<file path="src/inc/ims_pkg.sv">
package ims_pkg;

   // ****************************************
   // sizes
   // ****************************************
   localparam int IMS_NCH = 11;
   localparam int IMS_NEV = 2;

   // ****************************************
   // register byte addresses
   // ****************************************
   localparam logic [31:0] IMS_ADR_CONTROL = 32'h3000_0000;
   localparam logic [31:0] IMS_ADR_NRM_STAT = 32'h3000_0004;
   localparam logic [31:0] IMS_ADR_FST_STAT = 32'h3000_0008;
   localparam logic [31:0] IMS_ADR_PENDING = 32'h3000_000C;
   localparam logic [31:0] IMS_ADR_CONFIG_1 = 32'h3000_0010;
   localparam logic [31:0] IMS_ADR_CONFIG_2 = 32'h3000_0014;
   localparam logic [31:0] IMS_ADR_REQ_MASK = 32'h3000_0020;
   localparam logic [31:0] IMS_ADR_SOFT_REQ = 32'h3000_0030;
   localparam logic [31:0] IMS_ADR_EV_STAT = 32'h3000_0040;
   localparam logic [31:0] IMS_ADR_EV_MASK = 32'h3000_0044;

   // ****************************************
   // field positions
   // ****************************************
   localparam int IMS_CTL_NRM_ON = 0;
   localparam int IMS_CTL_FST_ON = 1;
   localparam int IMS_CFG_ROUTE = 3;
   localparam int IMS_CFG_LEVEL = 2;
   localparam int IMS_CFG_HIGH = 0;
   localparam int IMS_CFG_W = 4;
   localparam int IMS_CFG1_NCH = 8;
   localparam int IMS_EV_NRM = 0;
   localparam int IMS_EV_FST = 1;

   // ****************************************
   // event select codes
   // ****************************************
   localparam logic [2:0] IMS_SEL_OFF = 3'h0;
   localparam logic [2:0] IMS_SEL_FALL = 3'h1;
   localparam logic [2:0] IMS_SEL_RISE = 3'h2;
   localparam logic [2:0] IMS_SEL_BOTH = 3'h3;

   // ****************************************
   // reset values
   // ****************************************
   localparam logic [1:0] IMS_RST_CONTROL = 2'h0;
   localparam logic [10:0] IMS_RST_PENDING = 11'h000;
   localparam logic [31:0] IMS_RST_CONFIG_1 = 32'h0000_0000;
   localparam logic [11:0] IMS_RST_CONFIG_2 = 12'h000;
   localparam logic [10:0] IMS_RST_REQ_MASK = 11'h000;
   localparam logic [10:0] IMS_RST_SOFT_REQ = 11'h000;
   localparam logic [1:0] IMS_RST_EV = 2'h0;

   // ****************************************
   // bus slave state
   // ****************************************
   typedef enum logic [0:0] {
      IMS_BUS_IDLE = 1'b0,
      IMS_BUS_ACK = 1'b1
   } ims_bus_st_t;

endpackage

</file>
<file path="src/design/ims_irq_ctrl.sv">
// Operation
// - one read-write enable bit per channel, bits 10 to 0, passes request.
// - cleared enable blocks request from both outputs and status; resets to zero.
// - per-channel software request bit acts like an asserted hardware input.
// - software request stays until software writes zero to it.
// - software request bits for all eleven channels; upper bits reserved.
// - channel map: 1,6,7,8,9 active low, the rest active high.
// - four-bit nibble: low three bits select event, top bit routes to fast.
// - events latch into pending even when disabled; write one clears.
// - pending OR software request before masking; software never stored.
// - outputs gated by global control bits 0 and 1.
//
// Local design decision: the Wishbone interface to the registers.
`timescale 1ns/100ps
`default_nettype none

module ims_irq_ctrl
   import ims_pkg::*;
#(
   parameter int NCH = IMS_NCH
) (
   // clock and reset
   input wire logic clk_sys_i,
   input wire logic rst_n_i,
   // wishbone slave
   input wire logic wb_cyc_i,
   input wire logic wb_stb_i,
   input wire logic wb_we_i,
   input wire logic [31:0] wb_adr_i,
   input wire logic [3:0] wb_sel_i,
   input wire logic [31:0] wb_dat_i,
   output logic [31:0] wb_dat_o,
   output logic wb_ack_o,
   // request sources
   input wire logic [7:0] chan_req_i,
   input wire logic dma_req_i,
   input wire logic ext_request0_n_i,
   input wire logic ext_request1_n_i,
   // processor interrupt lines
   output logic normal_irq_out_n_o,
   output logic fast_irq_out_n_o,
   // block interrupt
   output logic irq_o
);

   // ****************************************
   // registers
   // ****************************************
   ims_bus_st_t bus_st_r;
   ims_bus_st_t bus_st_nxt;
   logic [31:0] rdat_r;
   logic [31:0] rdat_nxt;
   logic [1:0] ctl_r;
   logic [1:0] ctl_nxt;
   logic [NCH-1:0] pend_r;
   logic [NCH-1:0] pend_nxt;
   logic [IMS_CFG_W*NCH-1:0] cfg_r;
   logic [IMS_CFG_W*NCH-1:0] cfg_nxt;
   logic [NCH-1:0] en_r;
   logic [NCH-1:0] en_nxt;
   logic [NCH-1:0] soft_r;
   logic [NCH-1:0] soft_nxt;
   logic [IMS_NEV-1:0] evst_r;
   logic [IMS_NEV-1:0] evst_nxt;
   logic [IMS_NEV-1:0] evmsk_r;
   logic [IMS_NEV-1:0] evmsk_nxt;
   logic nrm_n_r;
   logic nrm_n_nxt;
   logic fst_n_r;
   logic fst_n_nxt;
   logic irq_r;
   logic irq_nxt;

   // ****************************************
   // request assembly and detection
   // ****************************************
   logic [NCH-1:0] raw_req;
   logic [3*NCH-1:0] sel_vec;
   logic [NCH-1:0] hw_evt;
   logic [NCH-1:0] route_fst;
   logic [NCH-1:0] act_req;
   logic [NCH-1:0] nrm_view;
   logic [NCH-1:0] fst_view;
   logic nrm_act;
   logic fst_act;

   // sources keep their native polarity; nibbles set the sense
   assign raw_req = {dma_req_i, ext_request1_n_i, ext_request0_n_i, chan_req_i};

   genvar g;
   generate
      for (g = 0; g < NCH; g++) begin : g_cfg
         assign sel_vec[3*g +: 3] = cfg_r[IMS_CFG_W*g +: 3];
         assign route_fst[g] = cfg_r[IMS_CFG_W*g + IMS_CFG_ROUTE];
      end
   endgenerate

   ims_evt_detect #(
      .N(NCH)
   ) u_detect (
      .clk_sys_i(clk_sys_i),
      .rst_n_i(rst_n_i),
      .req_i(raw_req),
      .sel_i(sel_vec),
      .evt_o(hw_evt)
   );

   always_comb begin
      act_req = (pend_r | soft_r) & en_r;
      nrm_view = act_req & ~route_fst;
      fst_view = act_req & route_fst;
      nrm_act = ctl_r[IMS_CTL_NRM_ON] & (|nrm_view);
      fst_act = ctl_r[IMS_CTL_FST_ON] & (|fst_view);
   end

   // ****************************************
   // bus decode
   // ****************************************
   logic req;
   logic wr;
   logic [31:0] wmask;
   logic [31:0] wbits;
   logic [31:0] cfg1_rd;
   logic [31:0] cfg2_rd;

   always_comb begin
      req = wb_cyc_i & wb_stb_i & (bus_st_r == IMS_BUS_IDLE);
      wr = req & wb_we_i;
      wmask = {{8{wb_sel_i[3]}}, {8{wb_sel_i[2]}}, {8{wb_sel_i[1]}}, {8{wb_sel_i[0]}}};
      wbits = wb_dat_i & wmask;
      cfg1_rd = cfg_r[IMS_CFG_W*IMS_CFG1_NCH-1:0];
      cfg2_rd = {20'h00000, cfg_r[IMS_CFG_W*NCH-1:IMS_CFG_W*IMS_CFG1_NCH]};
   end

   // ****************************************
   // bus handshake and read data
   // ****************************************
   always_comb begin
      bus_st_nxt = bus_st_r;
      rdat_nxt = rdat_r;
      case (bus_st_r)
         IMS_BUS_IDLE: begin
            if (req) begin
               bus_st_nxt = IMS_BUS_ACK;
               rdat_nxt = 32'h0000_0000;
               if (!wb_we_i) begin
                  case (wb_adr_i)
                     IMS_ADR_CONTROL: rdat_nxt = {30'h0000_0000, ctl_r};
                     IMS_ADR_NRM_STAT: rdat_nxt = {21'h00_0000, nrm_view};
                     IMS_ADR_FST_STAT: rdat_nxt = {21'h00_0000, fst_view};
                     IMS_ADR_PENDING: rdat_nxt = {21'h00_0000, pend_r};
                     IMS_ADR_CONFIG_1: rdat_nxt = cfg1_rd;
                     IMS_ADR_CONFIG_2: rdat_nxt = cfg2_rd;
                     IMS_ADR_REQ_MASK: rdat_nxt = {21'h00_0000, en_r};
                     IMS_ADR_SOFT_REQ: rdat_nxt = {21'h00_0000, soft_r};
                     IMS_ADR_EV_STAT: rdat_nxt = {30'h0000_0000, evst_r};
                     IMS_ADR_EV_MASK: rdat_nxt = {30'h0000_0000, evmsk_r};
                     default: rdat_nxt = 32'h0000_0000;
                  endcase
               end
            end
         end
         IMS_BUS_ACK: begin
            bus_st_nxt = IMS_BUS_IDLE;
         end
         default: begin
            bus_st_nxt = IMS_BUS_IDLE;
         end
      endcase
   end

   always_ff @(posedge clk_sys_i or negedge rst_n_i) begin
      if (!rst_n_i) begin
         bus_st_r <= IMS_BUS_IDLE;
         rdat_r <= 32'h0000_0000;
      end else begin
         bus_st_r <= bus_st_nxt;
         rdat_r <= rdat_nxt;
      end
   end

   // ****************************************
   // software registers
   // ****************************************
   always_comb begin
      ctl_nxt = ctl_r;
      cfg_nxt = cfg_r;
      en_nxt = en_r;
      soft_nxt = soft_r;
      evmsk_nxt = evmsk_r;
      if (wr) begin
         case (wb_adr_i)
            IMS_ADR_CONTROL: ctl_nxt = (ctl_r & ~wmask[1:0]) | wbits[1:0];
            IMS_ADR_CONFIG_1: begin
               cfg_nxt[IMS_CFG_W*IMS_CFG1_NCH-1:0] = (cfg1_rd & ~wmask) | wbits;
            end
            IMS_ADR_CONFIG_2: begin
               cfg_nxt[IMS_CFG_W*NCH-1:IMS_CFG_W*IMS_CFG1_NCH] = (cfg2_rd[11:0] & ~wmask[11:0]) | wbits[11:0];
            end
            IMS_ADR_REQ_MASK: en_nxt = (en_r & ~wmask[NCH-1:0]) | wbits[NCH-1:0];
            IMS_ADR_SOFT_REQ: soft_nxt = (soft_r & ~wmask[NCH-1:0]) | wbits[NCH-1:0];
            IMS_ADR_EV_MASK: evmsk_nxt = (evmsk_r & ~wmask[1:0]) | wbits[1:0];
            default: ctl_nxt = ctl_r;
         endcase
      end
   end

   always_ff @(posedge clk_sys_i or negedge rst_n_i) begin
      if (!rst_n_i) begin
         ctl_r <= IMS_RST_CONTROL;
         cfg_r <= {IMS_RST_CONFIG_2, IMS_RST_CONFIG_1};
         en_r <= IMS_RST_REQ_MASK;
         soft_r <= IMS_RST_SOFT_REQ;
         evmsk_r <= IMS_RST_EV;
      end else begin
         ctl_r <= ctl_nxt;
         cfg_r <= cfg_nxt;
         en_r <= en_nxt;
         soft_r <= soft_nxt;
         evmsk_r <= evmsk_nxt;
      end
   end

   // ****************************************
   // pending store
   // ****************************************
   logic [NCH-1:0] pend_clr;

   always_comb begin
      pend_clr = '0;
      if (wr && (wb_adr_i == IMS_ADR_PENDING)) begin
         pend_clr = wbits[NCH-1:0];
      end
      // new event wins over a clear; enable does not gate the store
      pend_nxt = (pend_r & ~pend_clr) | hw_evt;
   end

   always_ff @(posedge clk_sys_i or negedge rst_n_i) begin
      if (!rst_n_i) begin
         pend_r <= IMS_RST_PENDING;
      end else begin
         pend_r <= pend_nxt;
      end
   end

   // ****************************************
   // processor lines and block interrupt
   // ****************************************
   logic [IMS_NEV-1:0] ev_set;
   logic [IMS_NEV-1:0] ev_clr;

   always_comb begin
      nrm_n_nxt = ~nrm_act;
      fst_n_nxt = ~fst_act;
      ev_set = '0;
      ev_set[IMS_EV_NRM] = nrm_act & nrm_n_r;
      ev_set[IMS_EV_FST] = fst_act & fst_n_r;
      ev_clr = '0;
      if (wr && (wb_adr_i == IMS_ADR_EV_STAT)) begin
         ev_clr = wbits[IMS_NEV-1:0];
      end
      evst_nxt = (evst_r & ~ev_clr) | ev_set;
      irq_nxt = |(evst_nxt & evmsk_nxt);
   end

   always_ff @(posedge clk_sys_i or negedge rst_n_i) begin
      if (!rst_n_i) begin
         nrm_n_r <= 1'b1;
         fst_n_r <= 1'b1;
         evst_r <= IMS_RST_EV;
         irq_r <= 1'b0;
      end else begin
         nrm_n_r <= nrm_n_nxt;
         fst_n_r <= fst_n_nxt;
         evst_r <= evst_nxt;
         irq_r <= irq_nxt;
      end
   end

   // ****************************************
   // outputs
   // ****************************************
   assign wb_ack_o = (bus_st_r == IMS_BUS_ACK);
   assign wb_dat_o = rdat_r;
   assign normal_irq_out_n_o = nrm_n_r;
   assign fast_irq_out_n_o = fst_n_r;
   assign irq_o = irq_r;

endmodule

`default_nettype wire

</file>
<file path="src/design/ims_evt_detect.sv">
`timescale 1ns/100ps
`default_nettype none

module ims_evt_detect
   import ims_pkg::*;
#(
   parameter int N = IMS_NCH
) (
   // clock and reset
   input wire logic clk_sys_i,
   input wire logic rst_n_i,
   // requests and selection
   input wire logic [N-1:0] req_i,
   input wire logic [3*N-1:0] sel_i,
   // recognised events
   output logic [N-1:0] evt_o
);

   // ****************************************
   // previous level per channel
   // ****************************************
   logic [N-1:0] prev_r;
   logic [N-1:0] prev_nxt;

   always_comb begin
      prev_nxt = req_i;
   end

   always_ff @(posedge clk_sys_i or negedge rst_n_i) begin
      if (!rst_n_i) begin
         prev_r <= '0;
      end else begin
         prev_r <= prev_nxt;
      end
   end

   // ****************************************
   // event decode per channel
   // ****************************************
   genvar g;
   generate
      for (g = 0; g < N; g++) begin : g_ch
         logic [2:0] sel;
         logic rise;
         logic fall;
         assign sel = sel_i[3*g +: 3];
         assign rise = req_i[g] & ~prev_r[g];
         assign fall = ~req_i[g] & prev_r[g];
         always_comb begin
            if (sel[IMS_CFG_LEVEL]) begin
               evt_o[g] = (req_i[g] == sel[IMS_CFG_HIGH]);
            end else begin
               case (sel)
                  IMS_SEL_FALL: evt_o[g] = fall;
                  IMS_SEL_RISE: evt_o[g] = rise;
                  IMS_SEL_BOTH: evt_o[g] = rise | fall;
                  default: evt_o[g] = 1'b0;
               endcase
            end
         end
      end
   endgenerate

endmodule

`default_nettype wire

</file>
<file path="config.mk">
export PLATFORM = sky130hd
export DESIGN_NAME = ims_irq_ctrl
export DESIGN_NICKNAME = d
export VERILOG_FILES = /design/src/inc/ims_pkg.sv /design/src/design/ims_irq_ctrl.sv /design/src/design/ims_evt_detect.sv
export SDC_FILE = /design/constraint.sdc
export NUM_CORES = 1
export LEC_CHECK = 0
export BUFFER_PORTS_ARGS = -buffer_cell sky130_fd_sc_hd__buf_2
export CAP_MARGIN = 0
export CORE_MARGIN = 3
export CORE_UTILIZATION = 29
export CTS_CLUSTER_SIZE = 24
export DETAILED_ROUTE_END_ITERATION = 8
export HOLD_SLACK_MARGIN = 0.05
export SETUP_SLACK_MARGIN = 0.3
export SLEW_MARGIN = 30
export SYNTH_ARGS = -nofsm -noshare
export SYNTH_HDL_FRONTEND = slang
export SYNTH_SLANG_ARGS = --single-unit
</file>
<file path="constraint.sdc">
create_clock -name clk_sys_i -period 2.65 [get_ports clk_sys_i]
set_input_delay 0.53 -clock clk_sys_i [delete_from_list [all_inputs] [get_ports clk_sys_i]]
set_output_delay 0.53 -clock clk_sys_i [all_outputs]
set_load 0.03 [all_outputs]
</file>
-- Yosys cells after proc, flatten, opt, wreduce, memory -nomap -nowiden
Cells that the tools add are included.
- register bits: 130
- bits of input ports: 84
- output and inout port bits: 36
- word-level logic and storage cells: 203
- eq/ne operators: 54
- mux-type cells: 30
- bitwise logic cells: 94
- reductions and logical operators: 11
- operator list (operator ; count):
    $eq A32 B30 Y1 const B ; 10
    $pmux W32 S10 ; 1
    $and A11 B11 Y11 ; 6
    $eq A3 B2 Y1 const B ; 22
    $and A32 B32 Y32 ; 2
    $or A11 B11 Y11 ; 4
    $eq A3 B1 Y1 const B ; 11
    $not A11 Y11 ; 3
    $pmux W1 S3 ; 11
    $mux W32 ; 1
    $not A32 Y32 ; 1
    $or A32 B32 Y32 ; 1
    $and A1 B1 Y1 ; 29
    $not A1 Y1 ; 25
    $reduce_or A11 Y1 ; 2
    $and A12 B12 Y12 ; 1
    $mux W1 ; 12
    $not A12 Y12 ; 1
    $or A12 B12 Y12 ; 1
    $reduce_and A2 Y1 ; 6
    $eq A1 B1 Y1 ; 11
    $mux W11 ; 1
    $or A1 B1 Y1 ; 11
    $and A2 B2 Y2 ; 4
    6 further kinds ; 12

-- Longest topological paths before layout
Gate-level depths: netlist of the first run.
- depth in word-level cells: 10
- depth in mapped cells: 8
- depth with buffers taken out: 7

-- By module
From an unflattened synthesis of the first run, not the netlist that was laid out.
- cells, all modules: 606
- area total of the unflattened synthesis: 6618.8 µm²
- by module, submodules not included (module ; times used ; cells each ; area an instance (µm²) ; sequential area each (µm²)):
    ims_irq_ctrl ; 1 ; 467 ; 5530.3 ; 2980.4
    ims_evt_detect ; 1 ; 139 ; 1088.5 ; 275.3

-- Least setup slack after synthesis of the first run
Ideal clock, no wire load.
- path type: input to register
- start point: input port wb_adr_i[13]
- end point: register with a tool-made name
- setup time: 0.125 ns
- arrival time: 2.436 ns
- required time: 2.525 ns
- slack: 0.090 ns
- stages: 7
- buffers on the path: 1
- cell sequence: or4_1 -> or2_0 -> buf_6 -> nor3_4 -> nand3_4 -> nor3_4 -> mux2_2
- RTL lines (item ; RTL line ; source):
    start: declaration ; ims_irq_ctrl.sv:29 ; input wire logic [31:0] wb_adr_i,

-- Worst setup path in the final report of the first run
- start point: input port wb_adr_i[12]
- end point: register rdat_r[20], in the netlist wb_dat_o[20]
- cells in the longest elaborated chain, start to end: 3
- elaborated cells between the ends (all ways): 12
- classes of those cells: 10 x eq/ne; 2 x mux
- RTL lines (item ; RTL line ; source):
    $eq A32 B30 Y1 ; ims_irq_ctrl.sv:147 ; case (wb_adr_i)
    $pmux W32 S10 (*) ; ims_irq_ctrl.sv:147 ;
    $mux W32 (*) ; ims_irq_ctrl.sv:146 ; if (!wb_we_i) begin
    end signal: assignment ; ims_irq_ctrl.sv:178 ; rdat_r <= rdat_nxt;
    end: declaration ; ims_irq_ctrl.sv:51 ; logic [31:0] rdat_r;
Mark *: on every way between the ends. The rest lies on a longest branch, timed or not.
A chain may end at the register's enable or synchronous reset.

==> results of run 1 <==
-- cells in the mapped netlist (5+ instances only) --
library cell / number / area (um2)
mux2i_1: 19 / 190
nand2_1: 38 / 143
dfrtp_1: 128 / 3200
a22o_1: 23 / 201
mux2_2: 75 / 845
inv_1: 42 / 158
nor3_1: 10 / 50.1
buf_2: 5 / 25.0
nor2_1: 37 / 139
a211o_1: 6 / 52.6
nand3_1: 7 / 35.0
ha_1: 22 / 275
clkbuf_1: 9 / 33.8
nor4b_1: 6 / 52.6
nand4_1: 10 / 62.6
a22oi_1: 11 / 82.6
and3_1: 6 / 37.5
xnor2_1: 11 / 96.3
a21oi_1: 22 / 110
o21ai_0: 15 / 75.1
nor4_1: 7 / 43.8
o211ai_1: 8 / 60.1
a221o_1: 12 / 120
a2bb2oi_1: 6 / 52.6
-- layer usage --
metal,global-route usage,part of all wire
met1,0.225,0.47
met3,0.0390,0.073
met2,0.245,0.45
met4,0.0479,0.014
met5,0,0
-- worst max path at each step --
stage,depth (start not counted),start,end
2_1_floorplan,7,wb_adr_i[12],flop
3_3_place_gp,9,wb_adr_i[12],wb_dat_o[8]$_DFFE_PN0P_
3_5_place_dp,9,wb_adr_i[12],wb_dat_o[25]$_DFFE_PN0P_
4_1_cts,9,wb_adr_i[12],wb_dat_o[20]$_DFFE_PN0P_
5_1_grt,9,wb_adr_i[9],wb_dat_o[8]$_DFFE_PN0P_
6_report,9,wb_adr_i[12],wb_dat_o[20]$_DFFE_PN0P_
-- cell type report --
cell class                      instances  area share
Clock buffer                           19      0.0511
Clock inverter                         13      0.0267
Inverter                               42      0.0182
Multi-Input combinational cell        398       0.368
Sequential cell                       130       0.375
Tap cell                              280      0.0404
Timing Repair Buffer                  166       0.120
-- stage by stage --
stage / utilization / hold WS (ns) / setup WS (ns) / total power [uW] / cells
floorplan: - / 0.234 / 0.0927 / 2110 / 586
global placement: 0.360 / 0.440 / -0.0380 / 2270 / 1015
detailed placement: 0.360 / 0.447 / -0.0365 / 2280 / 1015
CTS: 0.391 / 0.260 / 0.376 / 4980 / 1048
global route: 0.391 / 0.260 / 0.309 / 5110 / 1048
finish: 0.391 / 0.278 / 0.390 / 4930 / 1048
-- cell families (layout without fill, tap and decap cells) --
family | count (synthesis) | in the layout | synth area share
xor gates and xnor gates | 11 | 11 | 0.0145
and+or+nand+nor | 142 | 142 | 0.114
adders and majority gates | 23 | 23 | 0.0430
muxes | 95 | 95 | 0.159
buffers and inverters | 58 | 240 | 0.0349
DFF | 130 | 130 | 0.490
AOI/OAI and AO/OA | 127 | 127 | 0.145
-- timing repair --
item / 4_1_cts / 5_1_grt
resized for setup: 0 / 2
hold buffers: 1 / 0
hold endpoints to repair: 33 / 0
endpoints found under the setup margin: 0 / 17
-- power groups by stage --
stage | logic (uW) | registers [uW] | clock network [uW]
floorplan | 75.4 | 2040 | 0
global route | 271 | 2000 | 2830
detailed placement | 242 | 2040 | 0
finish | 239 | 2000 | 2690
CTS | 244 | 2000 | 2740
global placement | 238 | 2040 | 0
==> key figures, run 1 <==
Outcome
  • Status: finished, final reports clean

Setup path
  • CP endpoint kind: flop
  • Worst Path Arrival: 2.61 ns
  • Crit Path Max Fanout: 20
  • R2r worst-path depth: 5
  • CP cell instances: buf_2 > or4_4 > or2_1 > buf_4 > nor3_1 > buf_4 > and2_1 > buf_12 > a22o_1
  • CP Buf/Inv Count: 4
  • Reg-to-Reg Start: pend_r[10]$_DFF_PN0_
  • Delay-heaviest family, CP: simple AND/OR/NAND/NOR gates
  • Crit Reg-Reg Endpoint: irq_o$_DFF_PN0_
  • Worst EP required: 3.00 ns
  • CP most frequent cell: buf_4
  • Slowest stage delay, CP: 0.53 ns
  • Crit Path Class: input port to flop
  • Flop2flop setup slack: 0.48 ns
  • CP Launch Type: input port
  • Critical path's slowest cell: or4_4

Placed design
  • Port Buf Inserts: 119
  • Detailed Place HPWL: 14.2 mm
  • Gp weighted congestion: 0.860
  • Placed Area: 7990 um2

Global route
  • Initial antenna violation count: 0
  • Pin count of the biggest net entering global routing: 58
  • Global-route wire length before repair: 30.7 mm
  • GRT Util Overall: 0.160
  • Number of global-route vias before repair: 5534
  • Global route total overflow: 0

Layout
  • Nets: 861
  • Post-route cell area: 8670 um2
  • Layout cell share with drive strength beyond 1: 0.380
  • Reg area: 3260 um2
  • Commonest non-fill, non-tap cells in the layout: dfrtp_1, buf_2, mux2_2, inv_1, buf_4
  • Area delta synth->final: 30.6%
  • Filler cells: 2203
  • Inserted Diodes: 0
  • Commonest non-fill, non-tap cell in the layout: dfrtp_1
  • Multi-input logic area: 3190 um2

Floorplanning
  • Die footprint: 24800 um2
  • FP Rows: 54
  • Initial core utilization: 0.300
  • Core Box Area: 22200 um2
  • I/O pin total: 120
  • Die X-Extent: 157 um
  • Die H: 157 um

Yosys
  • Mean area per synthesized cell: 11.3 um2
  • Seq cells post-synth: 130
  • Ys Warns: 0
  • Post-synth top flop: dfrtp_1
  • Register area share after synthesis: 0.490
  • Synth Instances: 586
  • Synth cell types: 57
  • Syn nets: 692
  • Netlist Area Pre-Place: 6640 um2
  • Fraction of registers with async set/reset: 1.00
  • Post-synth EDFFs: 0

STA
  • Peak Freq: 443 MHz
  • Relative max-transition margin: 0.541
  • Slew @ Worst Pin: 0.683 ns
  • Final setup fails: 0
  • Final Hold Viols: 0
  • RSZ-0062 raised after global routing: no
  • Fin crit share: 0.853
  • Skew final: 0.0109 ns
  • Setup tns final: 0 ns
  • Minimum clock period: 2.26 ns
  • Max-slew violations: 0

Worst hold path
  • Hold Path Origin: chan_req_i[2]
  • Hold WC Path Type: input port to flop
  • WHS Path Cells: 1
  • Hold Path Sink: u_detect.prev_r[2]$_DFF_PN0_

Route
  • Iteration-0 DRC Markers: 304
  • Vias: 5368
  • Final ANT Viol Nets: 0
  • Routed wire length: 19.2 mm
  • WL/cell: 18.3 um
  • Drt via density: 5.12
  • # DRC: 0
  • 1st-pass router iterations: 4

Clocking
  • Post-CTS setup buffers: 0
  • CTS Buf Count: 17
  • H-tree levels: 4
  • Clock Tree Root: clkbuf_16
  • CTS tree: done
  • CTS Sinks: 130
  • Clock Path Buffers: 2
  • Worst-path clk slew: 0.06 ns
  • Clk_lat worst skew: 0.42 ns

Power
  • Leak Pwr: 0.00425 uW
  • Maximum vdd drop: 0.423 mV
  • Gate power share: 0.049
  • Net switching power: 1050 uW
  • Clk network pwr share: 0.546
  • Sequential share of power: 0.406
  • Pwr per Cell Area: 568 nW/um2
  • Internal power: 3880 uW
  • Sw frac: 0.213

Job
  • Max cap viols: 0
Note: power is estimated with default switching activity, not from simulation.
==> inputs of run 2 (changes only) <==
--- a/config.mk
+++ b/config.mk
@@ -5,12 +5,11 @@
 export SDC_FILE = /design/constraint.sdc
 export NUM_CORES = 1
 export LEC_CHECK = 0
-export BUFFER_PORTS_ARGS = -buffer_cell sky130_fd_sc_hd__buf_2
 export CAP_MARGIN = 0
 export CORE_MARGIN = 3
 export CORE_UTILIZATION = 29
-export CTS_CLUSTER_SIZE = 24
 export DETAILED_ROUTE_END_ITERATION = 8
+export DONT_BUFFER_PORTS = 1
 export HOLD_SLACK_MARGIN = 0.05
 export SETUP_SLACK_MARGIN = 0.3
 export SLEW_MARGIN = 30
==> key figures, run 2 (synthesized netlist as in run 1, its figures left out) <==
Placed design
  • Gp weighted congestion: 0.884
  • Port Buf Inserts: 0
  • Detailed Place HPWL: 13.4 mm
  • Pre-CTS setup slack: 0.0574 ns

Setup path
  • Crit Path Class: input port to flop
  • CP Launch Type: input port
  • Crit Reg-Reg Endpoint: irq_o$_DFF_PN0_
  • CP most frequent cell: nor3_4
  • Worst Path Arrival: 2.47 ns
  • Crit Path Max Fanout: 8
  • Reg-to-Reg Start: pend_r[0]$_DFF_PN0_
  • Worst EP required: 2.95 ns
  • CP Buf/Inv Count: 1
  • Critical path's slowest cell: or4_4
  • R2r worst-path depth: 6
  • Slowest stage delay, CP: 0.52 ns
  • Flop2flop setup slack: 0.50 ns
  • Delay-heaviest family, CP: simple AND/OR/NAND/NOR gates
  • CP cell instances: or4_4 > or2_0 > nor3_4 > nand3_4 > nor3_4 > buf_12 > mux2_2
  • CP endpoint kind: flop

Outcome
  • Violations in the final reports: negative hold slack
  • Status: finished, violations left

STA
  • Final Hold Viols: 128
  • Final hold slack: -0.202 ns
  • Final setup fails: 0
  • Fin crit share: 0.818
  • Peak Freq: 461 MHz
  • Max-slew violations: 0
  • Slew @ Worst Pin: 0.676 ns
  • Setup WS post-layout: 0.482 ns
  • Skew final: 0.00744 ns
  • Setup tns final: 0 ns
  • Relative max-transition margin: 0.543
  • RSZ-0062 raised after global routing: no
  • Minimum clock period: 2.17 ns

Global route
  • Number of global-route vias before repair: 4894
  • Global-route wire length before repair: 28.7 mm
  • Pin count of the biggest net entering global routing: 131
  • Global route total overflow: 0
  • Initial antenna violation count: 0
  • GRT Util Overall: 0.153

Clocking
  • Clock Path Buffers: 2
  • CTS Buf Count: 17
  • Post-CTS Resized: 0
  • Clk_lat worst skew: 0.42 ns
  • CTS Sinks: 130
  • H-tree levels: 4
  • CTS tree: done
  • Post-CTS setup buffers: 0
  • Worst-path clk slew: 0.06 ns
  • Clock Tree Root: clkbuf_16

Layout
  • Commonest non-fill, non-tap cells in the layout: dfrtp_1, mux2_2, inv_1, nand2_1, nor2_1
  • Filler cells: 2200
  • Commonest non-fill, non-tap cell in the layout: dfrtp_1
  • Area delta synth->final: 17.7%
  • Inserted Diodes: 0
  • Multi-input logic area: 3190 um2
  • Nets: 724
  • Layout cell share with drive strength beyond 1: 0.247
  • Reg area: 3260 um2

Floorplanning
  • I/O pin total: 120
  • Die H: 157 um
  • Core Box Area: 22200 um2
  • Die footprint: 24800 um2
  • Initial core utilization: 0.300
  • FP Rows: 54
  • Die X-Extent: 157 um

Route
  • Vias: 4887
  • Routed wire length: 18.8 mm
  • Iteration-0 DRC Markers: 327
  • # DRC: 0
  • Final ANT Viol Nets: 0
  • 1st-pass router iterations: 5
  • WL/cell: 20.6 um
  • Drt via density: 5.36

Power
  • Pwr per Cell Area: 571 nW/um2
  • Leak Pwr: 0.00358 uW
  • Maximum vdd drop: 0.462 mV

Worst hold path
  • Hold WC Path Type: input port to asynchronous set/reset pin

Job
  • Max cap viols: 0
run 2: cell count changes in the layout (fill, tap and decap cells not counted), sizes merged:
cell         previous run  this run
clkinvlp                2         4
buf                   165        29
clkbuf                 19        17
inv                    43        50
clkinv                  4         1
dlygate4sd3             1         0
bufinv                  6         2
run 2: area by class of cell:
cell class | count | share of cell area
well taps | 280 | 0.0448
flip-flops and latches | 130 | 0.417
multi-input cells | 398 | 0.408
clock buffers | 17 | 0.0544
repair buffers | 29 | 0.0343
inverters | 42 | 0.0202
clock inverters | 15 | 0.0219
run 2: power breakdown:
part / switching (uW) / leakage [uW] / internal, uW / total [uW]
clock: 966 / 0.000280 / 1410 / 2380
combinational: 48.4 / 0.00153 / 40.3 / 88.7
sequential: 4.91 / 0.00177 / 1990 / 2000
total: 1020 / 0.00358 / 3450 / 4470
run 2: worst max-delay path by stage:
stage	start	to	slack, ns	cells after the start
6_report	wb_adr_i[12]	flop	0.48	7
5_1_grt	flop	irq_o$_DFF_PN0_	0.30	5
4_1_cts	wb_adr_i[21]	wb_dat_o[13]$_DFFE_PN0P_	0.50	8
3_5_place_dp	wb_adr_i[21]	wb_dat_o[13]$_DFFE_PN0P_	0.06	8
3_3_place_gp	wb_adr_i[12]	flop	0.07	7
2_1_floorplan	wb_adr_i[12]	flop	0.09	7
run 2: per-stage QoR:
step / total power [uW] / instances / util / cell area, um2
6_report: 4470 / 911 / 0.353 / 7820
5_1_grt: 4620 / 911 / 0.353 / 7820
4_1_cts: 4530 / 911 / 0.353 / 7820
3_5_place_dp: 2120 / 879 / 0.326 / 7220
3_3_place_gp: 2120 / 879 / 0.326 / 7220
2_1_floorplan: 2110 / 586 / - / 6670
run 2: routing by layer:
layer / vias up / track usage / wire length (um) / part of all wire
li1: 2261 / - / - / -
met1: 2408 / 0.208 / 8430 / 0.45
met2: 196 / 0.233 / 8350 / 0.44
met3: 22 / 0.0536 / 1770 / 0.094
met4: 0 / 0.0417 / 229 / 0.012
met5: - / 0 / 0 / 0
